`src/hdl/tmr_pkg.sv`:
```
// Purpose: Shared constants and types for the 8-bit timer with prescaler and waveform control
// Assumes: APB register access, 32-bit data, one word per register
// Notes:   Offsets, reset values and field positions live here only
package tmr_pkg;

  // ----------------------------------------
  // Register map
  // ----------------------------------------
  localparam logic [7:0] OFF_CTRL_A = 8'h00;
  localparam logic [7:0] OFF_CTRL_B = 8'h04;
  localparam logic [7:0] OFF_GEN_CTRL = 8'h08;
  localparam logic [7:0] OFF_CLK_SRC = 8'h0C;
  localparam logic [7:0] OFF_COUNTER = 8'h10;
  localparam logic [7:0] OFF_COMPARE = 8'h14;
  localparam logic [7:0] OFF_IRQ_STATUS = 8'h18;
  localparam logic [7:0] OFF_IRQ_CLEAR = 8'h1C;
  localparam logic [7:0] OFF_IRQ_ENABLE = 8'h20;

  // ----------------------------------------
  // Field positions and reset values
  // ----------------------------------------
  localparam int CTRLA_COM_LSB = 6;
  localparam int CTRLB_FORCE_BIT = 7;
  localparam int GEN_PSR_BIT = 0;
  localparam int SRC_ASYNC_BIT = 0;
  localparam int SRC_EXT_BIT = 1;
  localparam int IRQ_OVF_BIT = 0;
  localparam int IRQ_CMP_BIT = 1;
  localparam logic [7:0] CTRL_RESET = 8'h00;
  localparam logic [7:0] VAL_MAX = 8'hFF;
  localparam logic [7:0] VAL_BOTTOM = 8'h00;
  localparam int PRESCALE_BITS = 10;

  // Waveform modes
  localparam logic [1:0] WGM_NORMAL = 2'h0;
  localparam logic [1:0] WGM_PC_PWM = 2'h1;
  localparam logic [1:0] WGM_CTC = 2'h2;
  localparam logic [1:0] WGM_FAST_PWM = 2'h3;

  // Timer source selection
  typedef enum logic [1:0] {
    TMR_SRC_IO,
    TMR_SRC_XTAL,
    TMR_SRC_EXT
  } tmr_src_e;

  // APB request group
  typedef struct packed {
    logic psel;
    logic penable;
    logic pwrite;
    logic [7:0] paddr;
    logic [31:0] pwdata;
  } tmr_apb_req_s;

  // All block state except the external pin edge register
  typedef struct packed {
    logic [1:0] com;
    logic [1:0] wgm;
    logic [2:0] cs;
    logic async_sel;
    logic ext_en;
    logic [7:0] cnt;
    logic [7:0] ocr_buf;
    logic [7:0] ocr;
    logic dir_down;
    logic blk_match;
    logic oc;
    logic [PRESCALE_BITS-1:0] pre;
    logic [1:0] irq_stat;
    logic [1:0] irq_en;
    logic [31:0] prdata;
  } tmr_state_s;

endpackage
```
`src/hdl/tmr_core.sv`:
```
// Purpose: 8-bit timer/counter with source select, prescaler, waveform unit and APB registers
// Assumes: Source clocks arrive as synchronous ticks of the bus clock
// Notes:   Pin driver is enabled only while a compare mode is set and direction is output
//
// The APB slave port and the register offsets were chosen for this implementation.
`timescale 1ns/1ps
`default_nettype none

// Functional notes
// - Source is the I/O clock unless async select picks crystal or external pin.
// - Async select plus external enable takes the clock from the crystal input pin.
// - Prescaler reset bit clears the prescaler for a predictable phase.
// - Clock select 0 stops, 1 undivided, 2..7 divide by 8,32,64,128,256,1024.
// - Nonzero compare mode overrides the pin except mode 1 in PWM; driver enabled only when direction is output.
// - Non-PWM modes: 0 disconnect, 1 toggle, 2 clear, 3 set on match.
// - Fast PWM: 0,1 disconnect; 2 clear on match set at bottom; 3 inverse.
// - Phase correct: 2 clears on up match, sets on down match; 3 opposite.
// - PWM with compare equal to top and upper mode bit: act at top instead.
// - Mode 0 normal, 1 phase correct, 2 CLEAR_ON_MATCH_MODE, 3 fast PWM; top 0xFF except CLEAR_ON_MATCH_MODE.
// - Compare updates immediately in non-PWM, at top in PWM; overflow at MAX or BOTTOM.
// - Force strobe acts only in non-PWM modes; software writes it zero in PWM.
// - Force strobe applies an immediate match using the compare mode bits held.
// - Forced match sets no flag, does not clear in CLEAR_ON_MATCH_MODE, and reads as zero.
// - A counter write blocks the compare match on the next timer tick.
module tmr_core #(
  parameter int CNT_W = 8
) (
  input wire logic clock,
  input wire logic rstn,
  input wire logic clk_en,
  input wire tmr_pkg::tmr_apb_req_s apb_req,
  output logic pready,
  output logic [31:0] prdata,
  output logic pslverr,
  input wire logic io_tick,
  input wire logic xtal_tick,
  input wire logic crystal_input_pin,
  input wire logic pin_dir_out,
  output logic compare_output_pin,
  output logic compare_output_oe_n,
  output logic compare_override,
  output logic irq
);
  import tmr_pkg::*;

  tmr_state_s q, d;
  tmr_src_e src;
  logic src_tick, cnt_en, pwm, wr, rd, rd_setup, hit, at_top, psr;
  logic pin_prev_q, ext_tick;
  logic [7:0] top, wv;
  logic [PRESCALE_BITS-1:0] pre_nx;

  // ----------------------------------------
  // Decode helpers
  // ----------------------------------------
  // Prescaler tap for a clock select value
  function automatic logic tap_hit(input logic [2:0] sel, input logic [PRESCALE_BITS-1:0] p);
    unique case (sel)
      3'h0: tap_hit = 1'b0;
      3'h1: tap_hit = 1'b1;
      3'h2: tap_hit = (p[2:0] == 3'h7);
      3'h3: tap_hit = (p[4:0] == 5'h1F);
      3'h4: tap_hit = (p[5:0] == 6'h3F);
      3'h5: tap_hit = (p[6:0] == 7'h7F);
      3'h6: tap_hit = (p[7:0] == 8'hFF);
      3'h7: tap_hit = (p == 10'h3FF);
    endcase
  endfunction

  function automatic logic is_pwm(input logic [1:0] w);
    is_pwm = (w == WGM_PC_PWM) || (w == WGM_FAST_PWM);
  endfunction

  // ----------------------------------------
  // Clock source
  // ----------------------------------------
  // Edge of the external pin; pin is taken as synchronous
  always_ff @(posedge clock or negedge rstn) begin
    if (!rstn) begin
      pin_prev_q <= 1'b0;
    end else if (clk_en) begin
      pin_prev_q <= crystal_input_pin;
    end
  end
  assign ext_tick = crystal_input_pin & ~pin_prev_q;

  // Source pick
  always_comb begin
    if (!q.async_sel) begin
      src = TMR_SRC_IO;
    end else if (q.ext_en) begin
      src = TMR_SRC_EXT;
    end else begin
      src = TMR_SRC_XTAL;
    end
  end

  always_comb begin
    unique case (src)
      TMR_SRC_IO: src_tick = io_tick;
      TMR_SRC_XTAL: src_tick = xtal_tick;
      TMR_SRC_EXT: src_tick = ext_tick;
    endcase
  end

  // ----------------------------------------
  // Bus decode
  // ----------------------------------------
  assign wr = apb_req.psel & apb_req.penable & apb_req.pwrite;
  assign rd = apb_req.psel & apb_req.penable & ~apb_req.pwrite;
  // Read data is loaded in the setup cycle so it stands when pready is sampled
  assign rd_setup = apb_req.psel & ~apb_req.penable & ~apb_req.pwrite;
  assign wv = apb_req.pwdata[7:0];
  assign pready = 1'b1;
  assign prdata = q.prdata;
  assign psr = wr && (apb_req.paddr == OFF_GEN_CTRL) && wv[GEN_PSR_BIT];

  // Prescaler advances on source ticks; a reset bit write restarts it
  assign pre_nx = psr ? '0 : (src_tick ? q.pre + 1'b1 : q.pre);
  assign cnt_en = src_tick && tap_hit(q.cs, q.pre) && !psr;

  assign pwm = is_pwm(q.wgm);
  assign top = (q.wgm == WGM_CTC) ? q.ocr : VAL_MAX;

  // ----------------------------------------
  // Next state
  // ----------------------------------------
  // One cycle of the counter, waveform and register file.
  // Slave answers every access in one cycle; unmapped addresses flag pslverr.
  always_comb begin
    logic force_cmp;
    logic set_top, cmp_now;
    logic [1:0] ev_set;
    force_cmp = 1'b0;
    ev_set = 2'h0;
    set_top = 1'b0;
    cmp_now = 1'b0;
    hit = 1'b0;
    at_top = 1'b0;
    d = q;
    d.pre = pre_nx;
    pslverr = 1'b0;

    // Counter and waveform unit
    if (cnt_en) begin
      at_top = (q.cnt == top);
      cmp_now = (q.cnt == q.ocr);
      hit = cmp_now && !q.blk_match;
      d.blk_match = 1'b0;
      set_top = pwm && (q.ocr == VAL_MAX) && q.com[1];
      unique case (q.wgm)
        WGM_NORMAL, WGM_CTC: begin
          if (hit) begin
            unique case (q.com)
              2'h0: d.oc = q.oc;
              2'h1: d.oc = ~q.oc;
              2'h2: d.oc = 1'b0;
              2'h3: d.oc = 1'b1;
            endcase
          end
          d.cnt = at_top ? VAL_BOTTOM : q.cnt + 8'h01;
          if (q.cnt == VAL_MAX) begin
            d.irq_stat[IRQ_OVF_BIT] = 1'b1;
          end
        end
        WGM_FAST_PWM: begin
          if (set_top && at_top) begin
            d.oc = (q.com == 2'h3);
          end else if (at_top && q.com[1]) begin
            d.oc = (q.com == 2'h2);
          end else if (hit && !set_top && q.com[1]) begin
            d.oc = (q.com == 2'h3);
          end
          d.cnt = q.cnt + 8'h01;
          if (at_top) begin
            d.ocr = q.ocr_buf;
            d.irq_stat[IRQ_OVF_BIT] = 1'b1;
          end
        end
        WGM_PC_PWM: begin
          if (set_top && at_top) begin
            d.oc = (q.com == 2'h3);
          end else if (hit && !set_top && q.com[1]) begin
            d.oc = q.dir_down ? (q.com == 2'h2) : (q.com == 2'h3);
          end
          if (!q.dir_down) begin
            d.cnt = at_top ? q.cnt - 8'h01 : q.cnt + 8'h01;
            d.dir_down = at_top;
            if (at_top) begin
              d.ocr = q.ocr_buf;
            end
          end else begin
            d.cnt = (q.cnt == VAL_BOTTOM) ? q.cnt + 8'h01 : q.cnt - 8'h01;
            d.dir_down = (q.cnt != VAL_BOTTOM);
            if (q.cnt == VAL_BOTTOM) begin
              d.irq_stat[IRQ_OVF_BIT] = 1'b1;
            end
          end
        end
      endcase
      if (hit) begin
        d.irq_stat[IRQ_CMP_BIT] = 1'b1;
      end
    end
    // Flags raised by this cycle's events, re-applied after a clear
    ev_set = d.irq_stat & ~q.irq_stat;

    // Register writes; clear applies before events so a set wins
    if (wr) begin
      unique case (apb_req.paddr)
        OFF_CTRL_A: begin
          d.com = wv[CTRLA_COM_LSB +: 2];
          d.wgm = wv[1:0];
        end
        OFF_CTRL_B: begin
          d.cs = wv[2:0];
          force_cmp = wv[CTRLB_FORCE_BIT] && !pwm;
        end
        OFF_GEN_CTRL: d.pre = '0;
        OFF_CLK_SRC: begin
          d.async_sel = wv[SRC_ASYNC_BIT];
          d.ext_en = wv[SRC_EXT_BIT];
        end
        OFF_COUNTER: begin
          d.cnt = wv;
          d.blk_match = 1'b1;
        end
        OFF_COMPARE: begin
          d.ocr_buf = wv;
          if (!pwm) begin
            d.ocr = wv;
          end
        end
        OFF_IRQ_CLEAR: d.irq_stat = q.irq_stat & ~wv[1:0];
        OFF_IRQ_ENABLE: d.irq_en = wv[1:0];
        OFF_IRQ_STATUS: ;
        default: pslverr = 1'b1;
      endcase
    end
    // Same-cycle event beats a software clear
    d.irq_stat = d.irq_stat | ev_set;

    // Forced match: pin only, no flag and no counter clear
    if (force_cmp) begin
      unique case (q.com)
        2'h0: d.oc = q.oc;
        2'h1: d.oc = ~q.oc;
        2'h2: d.oc = 1'b0;
        2'h3: d.oc = 1'b1;
      endcase
    end

    // Read data; strobe and reserved bits return zero
    if (rd_setup || rd) begin
      unique case (apb_req.paddr)
        OFF_CTRL_A: d.prdata = {24'h0, q.com, 4'h0, q.wgm};
        OFF_CTRL_B: d.prdata = {29'h0, q.cs};
        OFF_GEN_CTRL: d.prdata = 32'h0;
        OFF_CLK_SRC: d.prdata = {30'h0, q.ext_en, q.async_sel};
        OFF_COUNTER: d.prdata = {24'h0, q.cnt};
        OFF_COMPARE: d.prdata = {24'h0, q.ocr_buf};
        OFF_IRQ_STATUS: d.prdata = {30'h0, q.irq_stat};
        OFF_IRQ_CLEAR: d.prdata = 32'h0;
        OFF_IRQ_ENABLE: d.prdata = {30'h0, q.irq_en};
        default: begin
          d.prdata = 32'h0;
          pslverr = rd;
        end
      endcase
    end
  end

  // ----------------------------------------
  // State register
  // ----------------------------------------
  // Clock enable low freezes everything
  always_ff @(posedge clock or negedge rstn) begin
    if (!rstn) begin
      q <= '0;
    end else if (clk_en) begin
      q <= d;
    end
  end

  // ----------------------------------------
  // Outputs
  // ----------------------------------------
  assign compare_override = (q.com != 2'h0) && !(pwm && q.com == 2'h1);
  assign compare_output_pin = q.oc;
  assign compare_output_oe_n = ~(compare_override & pin_dir_out);
  assign irq = |(q.irq_stat & q.irq_en);

endmodule
`default_nettype wire

```
`config.mk`:
```
export PLATFORM = sky130hd
export DESIGN_NAME = tmr_core
export DESIGN_NICKNAME = d
export VERILOG_FILES = /design/src/hdl/tmr_pkg.sv /design/src/hdl/tmr_core.sv
export SDC_FILE = /design/constraint.sdc
export NUM_CORES = 1
export LEC_CHECK = 0
export BUFFER_PORTS_ARGS = -buffer_cell sky130_fd_sc_hd__buf_2
export CELL_PAD_IN_SITES_DETAIL_PLACEMENT = 1
export CELL_PAD_IN_SITES_GLOBAL_PLACEMENT = 2
export CORE_MARGIN = 2
export CORE_UTILIZATION = 36
export DETAILED_ROUTE_END_ITERATION = 10
export GPL_TIMING_DRIVEN = 0
export PLACE_DENSITY_LB_ADDON = 0.1
export SETUP_SLACK_MARGIN = 0.2
export SLEW_MARGIN = 20
export SYNTH_ARGS = -nofsm -noshare
export SYNTH_HDL_FRONTEND = slang
export SYNTH_SLANG_ARGS = --single-unit
```
`constraint.sdc`:
```
create_clock -name clock -period 4 [get_ports clock]
set_clock_uncertainty 0.05 [all_clocks]
set_input_delay 0 -clock clock [delete_from_list [all_inputs] [get_ports clock]]
set_output_delay 0 -clock clock [all_outputs]
set_load 0.1 [all_outputs]
```
==> flow_metrics.tcl, run 1 <==
set metrics [dict create \
    status "complete, no violations" \
    cts_tree "built" \
    cts_hold_buf 10 \
    grt_pass1_vias 3660 \
    yosys.area_share.simple_pct 19.85 \
    crit_path_end "q[72]" \
    dieArea_sq_mm 0.01180 \
    cp.required_ps 4170 \
    post_cts_buffers 0 \
    dieHeight_um 108.6 \
    worst_pin_slew_ps 895.8 \
    path_depth 10 \
    async_flop_share_pct 100.0 \
    critical_path.max_fanout 10 \
    netlist_area_sq_mm 0.003940 \
    globalplace.congestion 0.8523 \
    power_w 0.001635 \
    relSlewSlack_pct 39.88 \
    pwr-share-seq_pct 40.8 \
    drive_above_1_share_pct 26.36 \
    crit_path_start_kind "register" \
    rsz0062_at_grt "no" \
    r2r_end "q[72]" \
    synth-seq-cells 59 \
    grt_max_degree 43 \
    rr_startpoint "q[65]" \
    p_clk_share_pct 39.0 \
    cp-startpoint "q[65]" \
    min_period_ps 2892 \
    rr_worst_depth 10 \
    critical_path_class "register to register" \
    cts-root-buf "clkbuf_8" \
    drc 0 \
    dp_hpwl_um 8993 \
    yosysMostFrequentCell "dfrtp_1" \
    drtIter0Drc 178 \
    vias 3521 \
    cp.arrival_ps 3070 \
    antenna_found_initial 0 \
    antenna_left 0 \
    clock-sinks 59 \
    vdd_drop_max_mv 0.2689 \
    cts_resized 0 \
    max_stage_delay_ps 520 \
    synth_cell_type_count 67 \
    cp-end-kind "register" \
    avgRoutedWirePerCell_um 18.21 \
    drv_slew 0 \
    yosys_warnings 0 \
    r2r_slack_ps 1110 \
    clockBufferDepth 2 \
    grt_usage_pct 21.67 \
    drt_pre_antenna_iters 4 \
    finalSetupViolations 0 \
    totalWireLength_um 11940 \
    synth_common_cells "dfrtp_1, buf_4, nor2_1, nand2_1, mux2_2" \
    die_w_um 108.6 \
    p_int_w 0.001121 \
    io_buffer_count 36 \
    p_switching_w 0.0005146 \
    drv_cap 0 \
    synthCells 430 \
    min_path_type "input port to async pin" \
    pwr-share-comb_pct 20.2 \
    num-nets-final 567 \
    critPathBufInv 3 \
    tns_ps 0 \
    clock_latency_ps 340 \
    critical_path.most_common_cell "nor3_1" \
    numCtsBuffers 9 \
    fin_crit_sh_pct 72.30 \
    cp_top_family "compound AO/OA/AOI/OAI gates" \
    start_util_pct 36.67 \
    worst_hold_slack_ps 29.93 \
    n_antenna_cell 0 \
    hold_viol 0 \
    grt_pass1_wl_um 19490 \
    syn_avg_cell_area_sq_um 9.163 \
    synth-seq-area-share_pct 37.47 \
    synth_top_family_by_area "simple AND/OR/NAND/NOR gates" \
    io_pins 88 \
    clk_pin_slew_ps 70 \
    yosys.area.top_type_share_pct 37.47 \
    placementRows 38 \
    p_leak_nw 2.218 \
    synth-edff-count 0 \
    p_per_area_mw_per_mm2 345.1 \
    slowest_stage "dfrtp_1" \
    swShare_pct 31.46 \
    timing.fmax_ghz 0.3458 \
    synthMuxAreaShare_pct 9.590 \
    area_growth_pct 20.29 \
    yosysTopAreaCell "dfrtp_1" \
    synth_flop_cell "dfrtp_1" \
    ys_top_cells_by_area "dfrtp_1, mux2_2, buf_4" \
    vias_per_cell 5.367 \
    synthXorXnorAreaFrac_pct 2.223 \
    coreArea_sq_mm 0.01075 \
    cp_cell_sequence "inv_1, o2111ai_1, nor3_1, o21a_1, buf_4, o211ai_1, clkbuf_1, o22ai_1, nor4_1, nor3_1" \
    cts-htree-levels 3 \
    synthAdderAreaFrac_pct 1.905 \
    grt_remaining_overflow 0 \
    synth-compound-area-share_pct 18.58 \
]
-- worst min path at each step --
stage                 startpoint                  to  cells after the start
3_5_place_dp                rstn           prdata[4]                      1
4_1_cts                     rstn           prdata[4]                      2
3_3_place_gp   crystal_input_pin          pin_prev_q                      2
2_1_floorplan               rstn  compare_output_pin                      0
5_1_grt                     rstn           prdata[4]                      2
6_report                    rstn           prdata[4]                      2
-- state kept, by name, summed over array words and instances, names as in the netlist --
name and cells:
prdata 8, q 49, pin_prev_q 1, compare_output_pin 1
-- cells by family after synthesis --
logic type,count (synthesis)
AND/OR/NAND/NOR,144
AO/OA/AOI/OAI,107
buffers and inverters,68
flip-flops,59
multiplexers,34
XOR/XNOR,10
adder cells (fa/ha/maj),6
other,2
-- placed cells by master (no fill, tap or decap), types with 3 or more instances in the layout --
cell / instances
dfrtp_1: 59
buf_2: 43
buf_4: 35
nor2_1: 34
nand2_1: 31
mux2_2: 29
conb_1: 25
a21oi_1: 23
o22ai_1: 18
o21ai_0: 16
inv_1: 14
and3_1: 13
nor3_1: 11
clkbuf_8: 11
dlygate4sd3_1: 10
nor2b_1: 9
clkbuf_1: 8
nand3_1: 8
nor4_1: 6
nand2b_1: 6
xnor2_1: 6
nand4_1: 6
a222oi_1: 6
ha_1: 6
a22o_1: 4
a31oi_1: 4
xor2_1: 4
mux2i_1: 4
o221ai_1: 4
a22oi_1: 4
a211o_1: 3
-- through the flow --
| step | instances | setup WS [ps] | instance area [sq um] | utilization, % |
|---|---|---|---|---|
| finish | 656 | 1108 | 4740 | 44.11 |
| global route | 656 | 844.5 | 4740 | 44.11 |
| CTS | 656 | 1126 | 4740 | 44.11 |
| detailed placement | 630 | 1138 | 4412 | 41.06 |
| global placement | 629 | 1143 | 4382 | 40.78 |
| floorplan | 453 | 958.4 | 4026 | - |
-- power groups by stage --
stage               clock network [W]  registers [W]  logic, W
finish                       0.000638       0.000668  0.000330
global route                 0.000669       0.000673  0.000365
CTS                          0.000652       0.000668  0.000332
detailed placement                  0       0.000680  0.000323
global placement                    0       0.000678  0.000310
floorplan                           0       0.000669  0.000248
-- final cells by class --
cell class	instances	area [sq um]
fill	1311	6006
multi-input combinational	326	2148
sequential	59	1476
buffer	52	341.6
timing repair buffer	47	310.3
tap	140	175.2
clock buffer	12	155.1
clock inverter	4	72.57
inverter	16	60.06
-- per-layer routing --
| metal | wire length, um | share of wire, % | vias to the layer above | track usage [%] |
|---|---|---|---|---|
| met2 | 5802 | 49 | 69 | 36.29 |
| met3 | 427 | 3.6 | 18 | 3.407 |
| met5 | 0 | 0 | - | 0 |
| met1 | 5496 | 46 | 1731 | 28.87 |
| li1 | - | - | 1703 | - |
| met4 | 216 | 1.8 | 0 | 6.502 |
Power figures use the tool's default switching activity.
==> run 2: changes to the inputs <==
--- a/config.mk
+++ b/config.mk
@@ -9,7 +9,7 @@
 export CELL_PAD_IN_SITES_DETAIL_PLACEMENT = 1
 export CELL_PAD_IN_SITES_GLOBAL_PLACEMENT = 2
 export CORE_MARGIN = 2
-export CORE_UTILIZATION = 36
+export CORE_UTILIZATION = 30
 export DETAILED_ROUTE_END_ITERATION = 10
 export GPL_TIMING_DRIVEN = 0
 export PLACE_DENSITY_LB_ADDON = 0.1
==> constraint.sdc (replaced) <==
create_clock -name clock -period 2.4 [get_ports clock]
set_clock_uncertainty 0.05 [all_clocks]
set_input_delay 0 -clock clock [delete_from_list [all_inputs] [get_ports clock]]
set_output_delay 0 -clock clock [all_outputs]
set_load 0.1 [all_outputs]
==> run 2 against run 1 <==
  * The flow now finishes with violations (hold timing, setup timing)
  * Core utilization grew 2.0 points
  * Maximum frequency grew 15%
  * Register-to-register slack lost 1200 ps
  * Critical path depth grew 2
  * Clock power grew 130%
  * Largest power group is now clock
  * Power grew 100%
  * Cell area grew 24%
  * Sequential share of layout area shrank 5.9 points
==> flow_metrics.tcl, run 2 (same netlist as run 1, synthesis figures left out) <==
set metrics [dict create \
    numCtsBuffers 9 \
    drv_cap 0 \
    num-nets-final 623 \
    fin_util_pct 46.11 \
    critPathBufInv 2 \
    placementRows 41 \
    grt_remaining_overflow 0 \
    die_w_um 118.6 \
    critical_path.most_common_cell "and3_4" \
    antenna_found_initial 0 \
    dp_hpwl_um 9337 \
    pwr-share-seq_pct 33.7 \
    dieArea_sq_mm 0.01407 \
    r2r_end "q[67]" \
    final_cell_mix "buf_4, dfrtp_1, buf_2, nor2_1, nand2_1" \
    cts-root-buf "clkbuf_16" \
    fill_cells 1504 \
    drc 0 \
    drv_slew 0 \
    worst_pin_slew_ps 621.6 \
    start_util_pct 30.97 \
    area_growth_pct 48.87 \
    violations "hold timing, setup timing" \
    clock-sinks 59 \
    drt_pre_antenna_iters 5 \
    p_clk_share_pct 43.2 \
    max_stage_delay_ps 390 \
    cp.required_ps 2570 \
    critical_path_class "register to register" \
    dieHeight_um 118.6 \
    rr_startpoint "q[37]" \
    tns_ps -447.3 \
    r2r_slack_ps -110 \
    io_pins 88 \
    critical_path.max_fanout 4 \
    clk_pin_slew_ps 60 \
    p_per_area_mw_per_mm2 566.6 \
    p_leak_nw 2.632 \
    antenna_left 0 \
    rsz0062_at_grt "yes" \
    cp_cell_sequence "ha_2, and3_4, ha_4, inv_2, a311oi_2, a41o_1, and3_4, buf_6, nand2_1, a211o_1, o21ai_1, a221o_1" \
    largest_register "q" \
    dp_cells 662 \
    cp.arrival_ps 2680 \
    pwr-share-comb_pct 23.1 \
    grt_pass1_wl_um 22340 \
    globalplace.congestion 0.7797 \
    largest_register_ffs 49 \
    swShare_pct 30.65 \
    timing.fmax_ghz 0.3985 \
    min_path_type "input port to register" \
    p_int_w 0.002305 \
    hold_viol 1 \
    cp-end-kind "register" \
    slowest_stage "dfrtp_1" \
    cts-htree-levels 3 \
    fin_crit_sh_pct 104.6 \
    instances_no_fill 744 \
    fin_ws_ps -109.7 \
    rr_worst_depth 12 \
    min_from "apb_req[0]" \
    stdcell_area_sq_mm 0.005866 \
    drtIter0Drc 176 \
    finalSetupViolations 12 \
    worstHoldPathCells 2 \
    clock_latency_ps 340 \
    min_period_ps 2510 \
    holdPathEnd "q[34]" \
    grt_usage_pct 20.47 \
    crit_path_start_kind "register" \
    cp_top_family "compound AO/OA/AOI/OAI gates" \
    relSlewSlack_pct 58.24 \
    avgRoutedWirePerCell_um 18.61 \
    p_switching_w 0.001019 \
    grt_pass1_vias 4097 \
    worst_hold_slack_ps -6.912 \
    placed_area_sq_mm 0.004483 \
    totalWireLength_um 13850 \
    drive_above_1_share_pct 46.33 \
    status "finished with violations" \
    coreArea_sq_mm 0.01272 \
    layout_commonest_cell "buf_4" \
    grt_max_degree 32 \
    vias 3798 \
    n_antenna_cell 0 \
    vdd_drop_max_mv 0.3989 \
    clockBufferDepth 2 \
    cts_tree "built" \
    vias_per_cell 5.105 \
    io_buffer_count 36 \
]
## run 2: through the flow
step                total power (W)  setup WS [ps]
global placement           0.001661         -459.5
CTS                        0.003314         -76.70
global route               0.003472         -245.7
finish                     0.003323         -109.7
detailed placement         0.001675         -449.3
floorplan                  0.001533          129.0
## run 2: worst max-delay path by stage
| stage | depth (start not counted) | slack [ps] | end | startpoint |
|---|---|---|---|---|
| floorplan | 12 | 130 | compare_output_pin | q[36] |
| finish | 12 | -110 | q[67] | q[37] |
| CTS | 13 | -80 | compare_output_pin | q[36] |
| global route | 14 | -250 | q[56] | q[37] |
| global placement | 10 | -460 | q[70] | q[65] |
| detailed placement | 10 | -450 | q[70] | q[65] |
## run 2: area by class of cell
cell class / instances / area [sq um] / area share (%)
timing repair buffer: 103 / 785.8 / 13.40
buffer: 52 / 396.6 / 6.762
clock inverter: 6 / 88.84 / 1.515
tap: 172 / 215.2 / 3.669
multi-input combinational: 326 / 2591 / 44.18
sequential: 59 / 1483 / 25.28
clock buffer: 10 / 239.0 / 4.074
inverter: 16 / 66.31 / 1.131
## run 2: metal layers
layer  routed length, um  global-route usage [%]  up-vias
li1                    -                       -     1809
met1                6333                   26.55     1886
met2                6690                   33.94       83
met3                 544                   3.571       20
met4                 278                   7.738        0
met5                   0                       0        -
## run 2: power groups by stage
stage	Clock, W	Combinational [W]	Sequential [W]
2_1_floorplan	0	0.000418	0.00112
3_3_place_gp	0	0.000529	0.00113
3_5_place_dp	0	0.000540	0.00113
4_1_cts	0.00147	0.000725	0.00112
5_1_grt	0.00151	0.000832	0.00113
6_report	0.00144	0.000767	0.00112
## run 2: repair_timing
| action | 4_1_cts | 5_1_grt |
|---|---|---|
| buffers inserted | 45 | 12 |
| resized for setup | 85 | 34 |
| hold endpoints to repair | 76 | 0 |
| pin swaps | 34 | 23 |
| cloned | 0 | 0 |
| hold buffers | 9 | 0 |
| setup endpoints to repair | 20 | 20 |
